[config.mk]
export PLATFORM = sky130hd
export DESIGN_NAME = clock_gen_ctrl
export DESIGN_NICKNAME = d
export VERILOG_FILES = /design/src/hdl/clock_gen_pkg.sv /design/src/hdl/clock_gen_ctrl.sv /design/src/hdl/clock_out_divider.sv
export SDC_FILE = /design/constraint.sdc
export NUM_CORES = 1
export LEC_CHECK = 0
export CAP_MARGIN = 40
export CORE_MARGIN = 5
export CORE_UTILIZATION = 35
export DETAILED_ROUTE_END_ITERATION = 12
export DONT_BUFFER_PORTS = 1
export GPL_TIMING_DRIVEN = 0
export MAX_ROUTING_LAYER = met4
export SETUP_SLACK_MARGIN = 0.1
export SYNTH_ARGS = -nofsm -noshare
export SYNTH_HDL_FRONTEND = slang
export SYNTH_SLANG_ARGS = --single-unit
[constraint.sdc]
create_clock -name I_REF_CLK -period 2.8 [get_ports I_REF_CLK]
set_input_delay 0.42 -clock I_REF_CLK [delete_from_list [all_inputs] [get_ports I_REF_CLK]]
set_output_delay 0.42 -clock I_REF_CLK [all_outputs]
set_load 0.005 [all_outputs]
[src/hdl/clock_gen_pkg.sv]
// package: register map, field layouts, reset values and helpers of the clock generator subset
package clock_gen_pkg;

  // ==========================================================================
  // register bus
  localparam int ADDR_W = 4;
  localparam int DATA_W = 16;
  localparam logic [ADDR_W-1:0] IRQ_ENABLE_ADDR = 4'h0;
  localparam logic [ADDR_W-1:0] IRQ_STATUS_ADDR = 4'h1;
  localparam logic [ADDR_W-1:0] IRQ_CLEAR_ADDR = 4'h2;
  localparam logic [ADDR_W-1:0] OUTPUT_CONTROL_ADDR = 4'h3;
  localparam logic [ADDR_W-1:0] OSCILLATOR_TRIM_ADDR = 4'h4;

  // ==========================================================================
  // interrupt cause bit positions, shared by enable, status and clear
  localparam int IRQ_W = 6;
  localparam int INTERNAL_OSC_STABLE_BIT = 0;
  localparam int SLOW_OSC_STABLE_BIT = 1;
  localparam int FAST_OSC_STABLE_BIT = 2;
  localparam int AUTOTRIM_DONE_BIT = 4;
  localparam int SLOW_OSC_STOP_BIT = 5;
  localparam logic [IRQ_W-1:0] IRQ_IMPLEMENTED_MASK = 6'h37;
  localparam logic [IRQ_W-1:0] IRQ_ENABLE_RESET = 6'h00;

  // ==========================================================================
  // clock output control fields
  localparam int OUTPUT_PIN_ENABLE_BIT = 0;
  localparam int OUTPUT_SOURCE_SEL_LSB = 2;
  localparam int OUTPUT_DIVIDE_SEL_LSB = 4;
  localparam logic [2:0] OUTPUT_DIVIDE_RESET = 3'h0;

  typedef enum logic [1:0] {
    SRC_INTERNAL_OSC = 2'b00,
    SRC_SLOW_OSC = 2'b01,
    SRC_FAST_OSC = 2'b10,
    SRC_SYSTEM_CLOCK = 2'b11
  } output_source_e;

  typedef struct packed {
    logic [2:0] output_divide_sel;
    output_source_e output_source_sel;
    logic output_pin_enable;
  } output_control_s;

  localparam output_control_s OUTPUT_CONTROL_RESET = '{OUTPUT_DIVIDE_RESET, SRC_INTERNAL_OSC, 1'b0};

  // ==========================================================================
  // trim fields
  localparam int FAST_OSC_TRIM_LSB = 8;
  localparam int FAST_OSC_TRIM_W = 5;
  localparam int INTERNAL_OSC_TRIM_W = 6;
  localparam logic [FAST_OSC_TRIM_W-1:0] FAST_OSC_TRIM_RESET = 5'h10;
  localparam logic [INTERNAL_OSC_TRIM_W-1:0] INTERNAL_OSC_TRIM_RESET = 6'h20;

  typedef struct packed {
    logic [FAST_OSC_TRIM_W-1:0] fast_osc_trim;
    logic [INTERNAL_OSC_TRIM_W-1:0] internal_osc_trim;
  } trim_s;

  // ==========================================================================
  // divider: half period in source edges, zero meaning pass-through
  localparam int HALF_W = 15;
  localparam int NUM_SRC = 4;

  // log2 of the slow oscillator ratio for each divide code
  function automatic logic [3:0] slow_ratio_log2(input logic [2:0] code);
    logic [3:0] r;
    r = 4'h0;
    unique case (code)
      3'h0: r = 4'h0;
      3'h1: r = 4'h1;
      3'h2: r = 4'h2;
      3'h3: r = 4'h3;
      3'h4: r = 4'h8;
      3'h5: r = 4'hA;
      3'h6: r = 4'hC;
      3'h7: r = 4'hF;
    endcase
    return r;
  endfunction

endpackage

[src/hdl/clock_gen_ctrl.sv]
// module: clock generator interrupt enables, clock output channel and oscillator trim registers
//
// Contract
// - Enable bits 5 and 4 gate the slow oscillator stop and auto-trim done interrupts, 1 enabling.
// - Enable bits 2, 1 and 0 gate the fast, slow and internal oscillator stable interrupts.
// - Each cause flag is set by its event and cleared only by writing 1; writing 0 does nothing.
// - Source code 0 picks internal, 1 slow, 2 fast and 3 system clock, which is never divided.
// - Internal and fast sources divide by two to the power of the divide code, 1/1 up to 1/128.
// - The slow source divides by 1, 2, 4, 8, 256, 1024, 4096 and 32768 for codes 0 to 7.
// - With the system clock selected, the output stops while the device sleeps or halts.
// - The output enable bit drives the divided clock onto the pin when 1 and disables it when 0.
// - The output is not synchronised to enable writes, so a short pulse may appear on switching.
// - A five-bit fast oscillator trim field, larger codes giving a higher frequency.
// - A six-bit internal oscillator trim field, larger codes giving a higher frequency.
// - Trim fields load factory values at reset and are written only while protection is released.
//
// Decided for this implementation: the placing of the registers and the strobed register port.
`timescale 1ns/100ps
module clock_gen_ctrl
  import clock_gen_pkg::*;
#(
  parameter logic [FAST_OSC_TRIM_W-1:0] FAST_TRIM_FACTORY = FAST_OSC_TRIM_RESET,
  parameter logic [INTERNAL_OSC_TRIM_W-1:0] INTERNAL_TRIM_FACTORY = INTERNAL_OSC_TRIM_RESET
) (
  input wire logic I_REF_CLK,
  input wire logic I_RST_N,
  input wire logic [ADDR_W-1:0] I_ADDR,
  input wire logic [DATA_W-1:0] I_WR_DATA,
  input wire logic I_WR,
  input wire logic I_RD,
  output logic [DATA_W-1:0] O_RD_DATA,
  input wire logic I_INTERNAL_OSC_CLOCK,
  input wire logic I_SLOW_OSC_CLOCK,
  input wire logic I_FAST_OSC_CLOCK,
  input wire logic I_SYSTEM_CLOCK,
  input wire logic I_SLEEP_OR_HALT,
  input wire logic I_WRITE_PROTECT_RELEASED,
  input wire logic I_INTERNAL_OSC_STABLE_EVT,
  input wire logic I_SLOW_OSC_STABLE_EVT,
  input wire logic I_FAST_OSC_STABLE_EVT,
  input wire logic I_AUTOTRIM_DONE_EVT,
  input wire logic I_SLOW_OSC_STOP_EVT,
  output logic O_IRQ,
  output logic O_CLOCK_OUTPUT_PIN,
  output logic O_CLOCK_OUTPUT_PIN_OE,
  output logic [FAST_OSC_TRIM_W-1:0] O_FAST_OSC_TRIM,
  output logic [INTERNAL_OSC_TRIM_W-1:0] O_INTERNAL_OSC_TRIM
);

  logic [IRQ_W-1:0] irq_enable;
  logic [IRQ_W-1:0] irq_status;
  logic [IRQ_W-1:0] irq_event;
  output_control_s output_control;
  trim_s oscillator_trim;
  logic wr_enable;
  logic wr_clear;
  logic wr_control;
  logic wr_trim;
  logic [NUM_SRC-1:0] src_raw;
  logic [NUM_SRC-1:0] src_meta;
  logic [NUM_SRC-1:0] src_sync;
  logic [NUM_SRC-1:0] src_prev;
  logic [NUM_SRC-1:0] src_tick;
  logic sleep_meta;
  logic sleep_sync;
  logic sel_tick;
  logic sel_level;
  logic sel_halted;
  logic [3:0] ratio_log2;
  logic [HALF_W-1:0] next_half;
  logic div_clk;
  logic [DATA_W-1:0] next_rd_data;

  // ==========================================================================
  // register write decode
  assign wr_enable = I_WR && (I_ADDR == IRQ_ENABLE_ADDR);
  assign wr_clear = I_WR && (I_ADDR == IRQ_CLEAR_ADDR);
  assign wr_control = I_WR && (I_ADDR == OUTPUT_CONTROL_ADDR);
  assign wr_trim = I_WR && (I_ADDR == OSCILLATOR_TRIM_ADDR) && I_WRITE_PROTECT_RELEASED;

  // interrupt enable register, implemented bits only
  always_ff @(posedge I_REF_CLK or negedge I_RST_N) begin
    if (!I_RST_N) begin
      irq_enable <= IRQ_ENABLE_RESET;
    end else if (wr_enable) begin
      irq_enable <= I_WR_DATA[IRQ_W-1:0] & IRQ_IMPLEMENTED_MASK;
    end
  end

  // ==========================================================================
  // interrupt cause flags
  always_comb begin
    irq_event = '0;
    irq_event[INTERNAL_OSC_STABLE_BIT] = I_INTERNAL_OSC_STABLE_EVT;
    irq_event[SLOW_OSC_STABLE_BIT] = I_SLOW_OSC_STABLE_EVT;
    irq_event[FAST_OSC_STABLE_BIT] = I_FAST_OSC_STABLE_EVT;
    irq_event[AUTOTRIM_DONE_BIT] = I_AUTOTRIM_DONE_EVT;
    irq_event[SLOW_OSC_STOP_BIT] = I_SLOW_OSC_STOP_EVT;
  end

  // sticky flags: write 1 clears, a same-cycle event wins
  always_ff @(posedge I_REF_CLK or negedge I_RST_N) begin
    if (!I_RST_N) begin
      irq_status <= '0;
    end else begin
      irq_status <= ((irq_status & ~({IRQ_W{wr_clear}} & I_WR_DATA[IRQ_W-1:0])) | irq_event)
        & IRQ_IMPLEMENTED_MASK;
    end
  end

  // interrupt request from flag and enable
  always_ff @(posedge I_REF_CLK or negedge I_RST_N) begin
    if (!I_RST_N) begin
      O_IRQ <= 1'b0;
    end else begin
      O_IRQ <= |(irq_status & irq_enable);
    end
  end

  // ==========================================================================
  // clock output control register
  always_ff @(posedge I_REF_CLK or negedge I_RST_N) begin
    if (!I_RST_N) begin
      output_control <= OUTPUT_CONTROL_RESET;
    end else if (wr_control) begin
      output_control.output_divide_sel <= I_WR_DATA[OUTPUT_DIVIDE_SEL_LSB +: 3];
      output_control.output_source_sel <= output_source_e'(I_WR_DATA[OUTPUT_SOURCE_SEL_LSB +: 2]);
      output_control.output_pin_enable <= I_WR_DATA[OUTPUT_PIN_ENABLE_BIT];
    end
  end

  // ==========================================================================
  // oscillator trim register, factory values at reset
  always_ff @(posedge I_REF_CLK or negedge I_RST_N) begin
    if (!I_RST_N) begin
      oscillator_trim <= '{FAST_TRIM_FACTORY, INTERNAL_TRIM_FACTORY};
    end else if (wr_trim) begin
      oscillator_trim.fast_osc_trim <= I_WR_DATA[FAST_OSC_TRIM_LSB +: FAST_OSC_TRIM_W];
      oscillator_trim.internal_osc_trim <= I_WR_DATA[INTERNAL_OSC_TRIM_W-1:0];
    end
  end

  // trim values straight to the oscillators; software keeps them stopped meanwhile
  always_ff @(posedge I_REF_CLK or negedge I_RST_N) begin
    if (!I_RST_N) begin
      O_FAST_OSC_TRIM <= FAST_TRIM_FACTORY;
      O_INTERNAL_OSC_TRIM <= INTERNAL_TRIM_FACTORY;
    end else begin
      O_FAST_OSC_TRIM <= oscillator_trim.fast_osc_trim;
      O_INTERNAL_OSC_TRIM <= oscillator_trim.internal_osc_trim;
    end
  end

  // ==========================================================================
  // source clocks sampled by two flops, third flop for edge detect
  assign src_raw = {I_SYSTEM_CLOCK, I_FAST_OSC_CLOCK, I_SLOW_OSC_CLOCK, I_INTERNAL_OSC_CLOCK};

  generate
    for (genvar g = 0; g < NUM_SRC; g++) begin : g_src
      always_ff @(posedge I_REF_CLK or negedge I_RST_N) begin
        if (!I_RST_N) begin
          src_meta[g] <= 1'b0;
          src_sync[g] <= 1'b0;
          src_prev[g] <= 1'b0;
        end else begin
          src_meta[g] <= src_raw[g];
          src_sync[g] <= src_meta[g];
          src_prev[g] <= src_sync[g];
        end
      end
      assign src_tick[g] = src_sync[g] & ~src_prev[g];
    end
  endgenerate

  // sleep or halt indication synchroniser
  always_ff @(posedge I_REF_CLK or negedge I_RST_N) begin
    if (!I_RST_N) begin
      sleep_meta <= 1'b0;
      sleep_sync <= 1'b0;
    end else begin
      sleep_meta <= I_SLEEP_OR_HALT;
      sleep_sync <= sleep_meta;
    end
  end

  // ==========================================================================
  // source select and ratio decode
  always_comb begin
    sel_tick = src_tick[output_control.output_source_sel];
    sel_level = src_sync[output_control.output_source_sel];
    sel_halted = (output_control.output_source_sel == SRC_SYSTEM_CLOCK) && sleep_sync;
    ratio_log2 = {1'b0, output_control.output_divide_sel};
    unique case (output_control.output_source_sel)
      SRC_SLOW_OSC: ratio_log2 = slow_ratio_log2(output_control.output_divide_sel);
      SRC_SYSTEM_CLOCK: ratio_log2 = 4'h0;
      SRC_INTERNAL_OSC, SRC_FAST_OSC: ratio_log2 = {1'b0, output_control.output_divide_sel};
    endcase
    next_half = '0;
    if (ratio_log2 != 4'h0) begin
      next_half = HALF_W'(16'h0001 << (ratio_log2 - 4'h1));
    end
  end

  // divided output clock, ticks frozen while the system clock is stopped
  clock_out_divider #(
    .HW(HALF_W)
  ) u_divider (
    .i_clk(I_REF_CLK),
    .i_rst_n(I_RST_N),
    .i_run(output_control.output_pin_enable),
    .i_tick(sel_tick & ~sel_halted),
    .i_level(sel_halted ? div_clk : sel_level), // holds its own level, no ping-pong through the pin flop
    .i_half(next_half),
    .o_clk(div_clk)
  );

  // ==========================================================================
  // pin drive; enable not aligned to the divided clock, so a short pulse may result
  always_ff @(posedge I_REF_CLK or negedge I_RST_N) begin
    if (!I_RST_N) begin
      O_CLOCK_OUTPUT_PIN <= 1'b0;
      O_CLOCK_OUTPUT_PIN_OE <= 1'b0;
    end else begin
      O_CLOCK_OUTPUT_PIN <= div_clk & output_control.output_pin_enable;
      O_CLOCK_OUTPUT_PIN_OE <= output_control.output_pin_enable;
    end
  end

  // ==========================================================================
  // read mux, reserved bits zero, unmapped addresses zero
  always_comb begin
    next_rd_data = '0;
    unique case (I_ADDR)
      IRQ_ENABLE_ADDR: next_rd_data[IRQ_W-1:0] = irq_enable;
      IRQ_STATUS_ADDR: next_rd_data[IRQ_W-1:0] = irq_status;
      OUTPUT_CONTROL_ADDR: begin
        next_rd_data[OUTPUT_DIVIDE_SEL_LSB +: 3] = output_control.output_divide_sel;
        next_rd_data[OUTPUT_SOURCE_SEL_LSB +: 2] = output_control.output_source_sel;
        next_rd_data[OUTPUT_PIN_ENABLE_BIT] = output_control.output_pin_enable;
      end
      OSCILLATOR_TRIM_ADDR: begin
        next_rd_data[FAST_OSC_TRIM_LSB +: FAST_OSC_TRIM_W] = oscillator_trim.fast_osc_trim;
        next_rd_data[INTERNAL_OSC_TRIM_W-1:0] = oscillator_trim.internal_osc_trim;
      end
      default: next_rd_data = '0;
    endcase
  end

  // read data one cycle after the strobe, zero otherwise
  always_ff @(posedge I_REF_CLK or negedge I_RST_N) begin
    if (!I_RST_N) begin
      O_RD_DATA <= '0;
    end else begin
      O_RD_DATA <= I_RD ? next_rd_data : '0;
    end
  end

endmodule // clock_gen_ctrl

[src/hdl/clock_out_divider.sv]
// module: divides a sampled source clock by a power of two, held cleared while disabled
`timescale 1ns/100ps
module clock_out_divider
  import clock_gen_pkg::*;
#(
  parameter int HW = HALF_W
) (
  input wire logic i_clk,
  input wire logic i_rst_n,
  input wire logic i_run,
  input wire logic i_tick,
  input wire logic i_level,
  input wire logic [HW-1:0] i_half,
  output logic o_clk
);

  logic [HW-1:0] count;

  // ==========================================================================
  // edge counter, toggling output every half period
  always_ff @(posedge i_clk or negedge i_rst_n) begin
    if (!i_rst_n) begin
      count <= '0;
      o_clk <= 1'b0;
    end else if (!i_run) begin
      count <= '0;
      o_clk <= 1'b0;
    end else if (i_half == '0) begin
      count <= '0;
      o_clk <= i_level; // undivided: follow source
    end else if (i_tick) begin
      if (count == i_half - HW'(1)) begin
        count <= '0;
        o_clk <= ~o_clk;
      end else begin
        count <= count + HW'(1);
      end
    end
  end

endmodule // clock_out_divider
== Word level (Yosys, flattened, before mapping) ==
Memory sizes are Yosys's and may differ from the RTL's.
Index checks and enable logic that the tools add are counted.
Operators by class
  add/sub/neg operators: 3
  magnitude comparators: 1
  eq/ne operators: 11
  shift-type cells: 1
  muxes and demuxes: 21
  bitwise logic cells: 17
  reduce and logical (&&, ||, !) cells: 13
Operators by type and width (number)
  two-way mux 15 bit: 5
  AND 6 bit: 3
  one-hot mux 4 bit (4 select lines): 1
  adder 15 x 1 -> 15 bit (second input constant): 1
  == test 15 bit: 1
  logical NOT 15 bit: 1
  left shift 1 x 4 -> 15 bit (first input constant): 1
  subtractor 15 x 1 -> 15 bit (second input constant): 1
  two-way mux 13 bit: 1
  one-hot mux 4 bit (3 select lines): 1
  == test 4 x 2 -> 1 bit (second input constant): 2
  two-way mux 1 bit: 8
  AND 1 bit: 6
  logical AND 1 bit: 6
  inequality test 3 x 1 -> 1 bit (second input constant): 2
  NOT 1 bit: 6
  NOT 6 bit: 1
  bitwise OR 6 bit: 1
  OR reduction 6 bit: 1
  two-way mux 5 bit: 1
  binary-select mux 1 bit (select 2 bit): 2
  == test 2 bit (second input constant): 2
  == test 4 x 1 -> 1 bit (second input constant): 1
  == test 4 x 3 -> 1 bit (second input constant): 1
  other kinds (11): 11
Word-level totals
  bits in registers: 84
  bits in read-only memories: 32
  input bits: 35
  output and inout port bits: 30
  logic and storage cells: 97
  memories: 1
Memories
  (no name shown): words 8, width 4, rd ports 1, clocked after memory_dff 0, wr ports 0, line clock_gen_pkg.sv:69  | unique case (code)

== Depth between registers and ports, before layout ==
  depth in word-level cells: 12
  gate-level depth with buffers: 14
  depth with buffers taken out: 11

== Cells and area by module ==
Synthesis repeated with hierarchy kept, for this count alone.
Unflattened totals
  cells, all modules: 350
  area, all modules: 4003.8 um^2
Modules (own cells, without submodules)
  clock_gen_ctrl: instances 1, cells each 179, area an instance 2596.2 um^2, seq. area each 1681.6 um^2
  clock_out_divider: instances 1, cells each 171, area an instance 1407.6 um^2, seq. area each 400.4 um^2

== Worst setup path after synthesis ==
No wires, ideal clock.
  path type: register -> register
  start: reg output_control[1] in the netlist's numbering
  end: reg u_divider.o_clk
  library setup time: 0.124 ns
  arrival: 2.965 ns
  data required time: 2.676 ns
  slack: -0.289 ns
  stages on the path, launching flop included: 14
  buffers on the path: 2
  period minus slack after synthesis: 3.089 ns
  cell sequence: dfrtp_1 -> buf_6 -> a21oi_1 -> nand2_1 -> or2_2 -> ha_1 -> clkbuf_1 -> nand3b_1 -> a21oi_1 -> a2111oi_2 -> or3b_1 -> nor4_2 -> a31oi_1 -> o31a_1
On the way
  longest elaborated chain between the ends: 10
  elaborated cells on any way between the ends: 27
  those cells by class: add/sub: 2; eq/ne: 7; shift: 1; mux: 9; bitwise: 2; reduce/logical: 6
Ends and longest elaborated chain
  start: declaration: line clock_gen_ctrl.sv:53  | output_control_s output_control;
  == test 2 bit or logical NOT 2 bit (tied branches): line clock_gen_ctrl.sv:193  | unique case (output_control.output_source_sel)
  OR reduction 2 bit: line clock_gen_ctrl.sv:193
  one-hot mux 4 bit (3 select lines): line clock_gen_ctrl.sv:193
  subtractor 4 x 1 -> 4 bit: line clock_gen_ctrl.sv:200  | next_half = HALF_W'(16'h0001 << (ratio_log2 - 4'h1));
  left shift 1 x 4 -> 15 bit: line clock_gen_ctrl.sv:200
  two-way mux 15 bit: line clock_gen_ctrl.sv:199  | if (ratio_log2 != 4'h0) begin
  subtractor 15 x 1 -> 15 bit: line clock_out_divider.sv:32  | if (count == i_half - HW'(1)) begin
  == test 15 bit: line clock_out_divider.sv:32
  inequality test 3 x 1 -> 1 bit (no source line)
  AND reduction 3 bit (no source line)
  end signal: assignment: line clock_out_divider.sv:30  | o_clk <= i_level;
  end signal: assignment: line clock_out_divider.sv:34  | o_clk <= ~o_clk;
  end: declaration: line clock_out_divider.sv:14  | output logic o_clk
Parallel ways exist; a longest one is shown, timed or not. The select of a mux whose other input is x is not followed.
A chain may end at the register's enable or synchronous reset.

== Worst setup path after layout ==
Same ends and word-level chain as after synthesis.

==> flow_summary.toml <==
[outcome]
status = "finished, violations left"
violations = "setup timing"

[route]
ant_nets = 0
drt_first_iter_violations = 201
avgViaCountPerCell = 5.28
drc = 0
routed_wl_um = 9650
avgRoutedWirePerCell_um = 17.0
drtPass1Iterations = 4
vias = 2999

[pwr]
powerDensity_mw_per_mm2 = 755
swShare = 0.298
p_switching_w = 0.00111
power_frac_clock = 0.345
p_int_w = 0.00263
peakVddDrop_uv = 480
p_seq_frac = 0.383
p_comb_frac = 0.272
p_leak_nw = 2.06

[yosys]
synth-edff-count = 0
synth_top_family_by_area = "simple AND/OR/NAND/NOR gates"
yosysMostFrequentCell = "dfrtp_1"
syn-mean-instance-area_um2 = 10.6
synth.area.top_cells = "dfrtp_1, mux2_2, nand2_1"
ys_ff_latch = 83
syn-cell-area_mm2 = 0.00405
ys_async_sr_fraction = 1.00
synth_area_leader_cell = "dfrtp_1"
yosysSeqAreaShare = 0.514
synthAdderAreaFrac = 0.00618
yosysWarnings = 0
synth.top_cell.area_share = 0.488
yosys.area_share.simple = 0.190
synth_cell_types = 64
synth_commonest_cells = "dfrtp_1, nand2_1, mux2_2"
synth_ff_type = "dfrtp_1"
synthCells = 382
synth_compound_area_frac = 0.141
synth_mux_area_frac = 0.0816
yosys.area_share.xor_xnor = 0.0238

[grt]
grt_pass1_wl_um = 16100
gr-total-overflow = 0
antenna_found_initial = 1
grt_pass1_vias = 3117
grt_usage = 0.146
grt_max_degree = 84

[cts]
path_clk_slew_ns = 0.06
insertion_delay_ns = 0.34
clock-root-buffer = "clkbuf_16"
cts_buffer_depth = 2
htreeDepth = 3
cts_tree = "yes"
cts_made_buffers = 9
clock_sinks = 83

[floorplan]
fp-row-count = 39
die_h_um = 118
dieWidth_um = 118
io-pin-count = 65
initial_utilization = 0.356
fp.dieArea_mm2 = 0.0138
core_area_mm2 = 0.0114

[setup_path]
critPathArrivalTime_ns = 3.16
worst_path_most_repeated_cell = "buf_6"
crit_type = "flip-flop to flip-flop"
cp_max_fo = 3
critPathTopFamily = "simple AND/OR/NAND/NOR gates"
critPathLaunch = "output_control[1]$_DFFE_PN0P_"
endpoint_kind = "flip-flop"
r2r-start = "output_control[1]$_DFFE_PN0P_"
worst-path-buf-inv = 2
cp_slowest_cell = "or3b_4"
critPathRequiredTime_ns = 3.02
critPathLaunchType = "flip-flop"
critPathMaxStageDelay_ns = 0.44
crit_chain = "buf_6 -> a21oi_4 -> nand2_2 -> or2_4 -> ha_4 -> buf_6 -> nor2b_4 -> a2111oi_4 -> or3b_4 -> nor4_4 -> a31oi_1 -> o31a_1"

[place]
place_congestion = 0.884
post-dp-hpwl_um = 6660
numPortBuffers = 0

[sta]
finalHoldViolations = 0
rsz0062_at_grt = "true"
setup_ws_ns = -0.138
final.setup.tns_ns = -1.39
post-route-min-period_ns = 2.94
drv_slew = 0
slew_headroom = 0.517
hold_ws_ns = 0.107
worstMarginPinSlew_ns = 0.725
post-route-period-util = 1.05
fmax_mhz = 340
finalClockSkew_ns = 0.00520
setup_viol = 16

[cells_and_area]
drive_gt1_frac = 0.264
fin_nets = 456
area_delta_synth_final_pct = 22.2
multiInputGateArea_mm2 = 0.00192
seq_area_mm2 = 0.00208
fill_cells = 1080

[hold_path]
holdCritStartpoint = "I_INTERNAL_OSC_CLOCK"
hold_class = "input port to flip-flop"

[flow_run]
drv_cap = 0
repair_timing:
action                                  CTS  global route
hold buffers                              2             0
cloned                                    0             1
pin swaps                                 9            12
setup buffers                            15             4
endpoints found under the setup margin   16            16
hold endpoints to repair                 83             0
resized for setup                        11            13
area by class of cell:
type | count | area share
tap | 143 | 0.0361
antenna | 1 | 0.000506
sequential | 83 | 0.421
clock buffer | 10 | 0.0483
clock inverter | 6 | 0.0195
multi-input combinational | 270 | 0.389
buffer | 27 | 0.0394
timing repair buffer | 23 | 0.0430
inverter | 5 | 0.00379
logic make-up (layout without fill, tap and decap cells):
| logic type | after synthesis | after routing |
|---|---|---|
| muxes | 29 | 29 |
| and+or+nand+nor | 145 | 145 |
| buffers and inverters | 32 | 71 |
| adders and majority gates | 2 | 2 |
| xor gates and xnor gates | 11 | 11 |
| other | 1 | 5 |
| DFF | 83 | 83 |
| AOI/OAI and AO/OA | 79 | 79 |
placed cells by master, fill, tap and decap left out, types with 5 or more instances in the layout:
master     Yosys  routed
a21o_1         7       7
a21oi_1       15      13
a22oi_1        5       5
a31oi_1        5       5
and2_1        10      10
and3_1         6       6
buf_4          4      21
buf_6          4       9
clkbuf_1      12      11
clkbuf_16      0       9
dfrtp_1       79      78
inv_1          5       5
mux2_2        22      22
mux2i_1        6       6
nand2_1       43      41
nand3_1       16      16
nand4_1        6       6
nor2_1        19      19
nor2b_1        7       6
nor3_1        11      11
o21ai_0       11      11
xnor2_1        7       5
stage by stage:
step	setup WS [ns]	cells	util	total power (W)	area [um2]
6_report	-0.138	568	0.435	0.00374	4950
5_1_grt	-0.270	568	0.435	0.00394	4950
4_1_cts	-0.109	562	0.428	0.00370	4860
3_5_place_dp	-0.307	529	0.379	0.00223	4300
3_3_place_gp	-0.299	528	0.378	0.00222	4300
2_1_floorplan	0.0416	385	-	0.00204	4120
routing by layer:
metal / share of wire / routed length [um] / up-vias / track usage
met5: 0 / 0 / - / -
met4: 0.0078 / 75 / 0 / 0.0452
met3: 0.056 / 538 / 7 / 0.0418
met2: 0.48 / 4660 / 82 / 0.231
met1: 0.45 / 4370 / 1468 / 0.183
li1: - / - / 1442 / -
state kept, by name, indices dropped and copies added, names as in the netlist, 5 cells and up:
name	flops
output_control	6
O_INTERNAL_OSC_TRIM	6
oscillator_trim	11
irq_status	5
irq_enable	5
u_divider.count	15
O_FAST_OSC_TRIM	5
O_RD_DATA	12
final timing paths:
check | end | slack (ns) | cells past startpoint
worst max-delay path | u_divider.o_clk$_DFFE_PN0P_ | -0.14 | 12
worst min-delay path | src_meta[0]$_DFF_PN0_ | 0.11 | 0
worst max register to register | u_divider.o_clk$_DFFE_PN0P_ | -0.14 | 12
worst min register to register | src_sync[2]$_DFF_PN0_ | 0.35 | 0
max in group asynchronous | oscillator_trim[5]$_DFFE_PN1P_ | 1.79 | 2
min in group asynchronous | u_divider.count[2]$_DFFE_PN0P_ | 0.62 | 2
power by group through the flow:
stage | Sequential [W] | Combinational (W) | Clock (W)
floorplan | 0.00142 | 0.000620 | 0
global placement | 0.00146 | 0.000756 | 0
detailed placement | 0.00146 | 0.000764 | 0
CTS | 0.00143 | 0.000937 | 0.00133
global route | 0.00145 | 0.00110 | 0.00138
finish | 0.00143 | 0.00102 | 0.00129
Note: power is estimated with default switching activity, not from simulation.
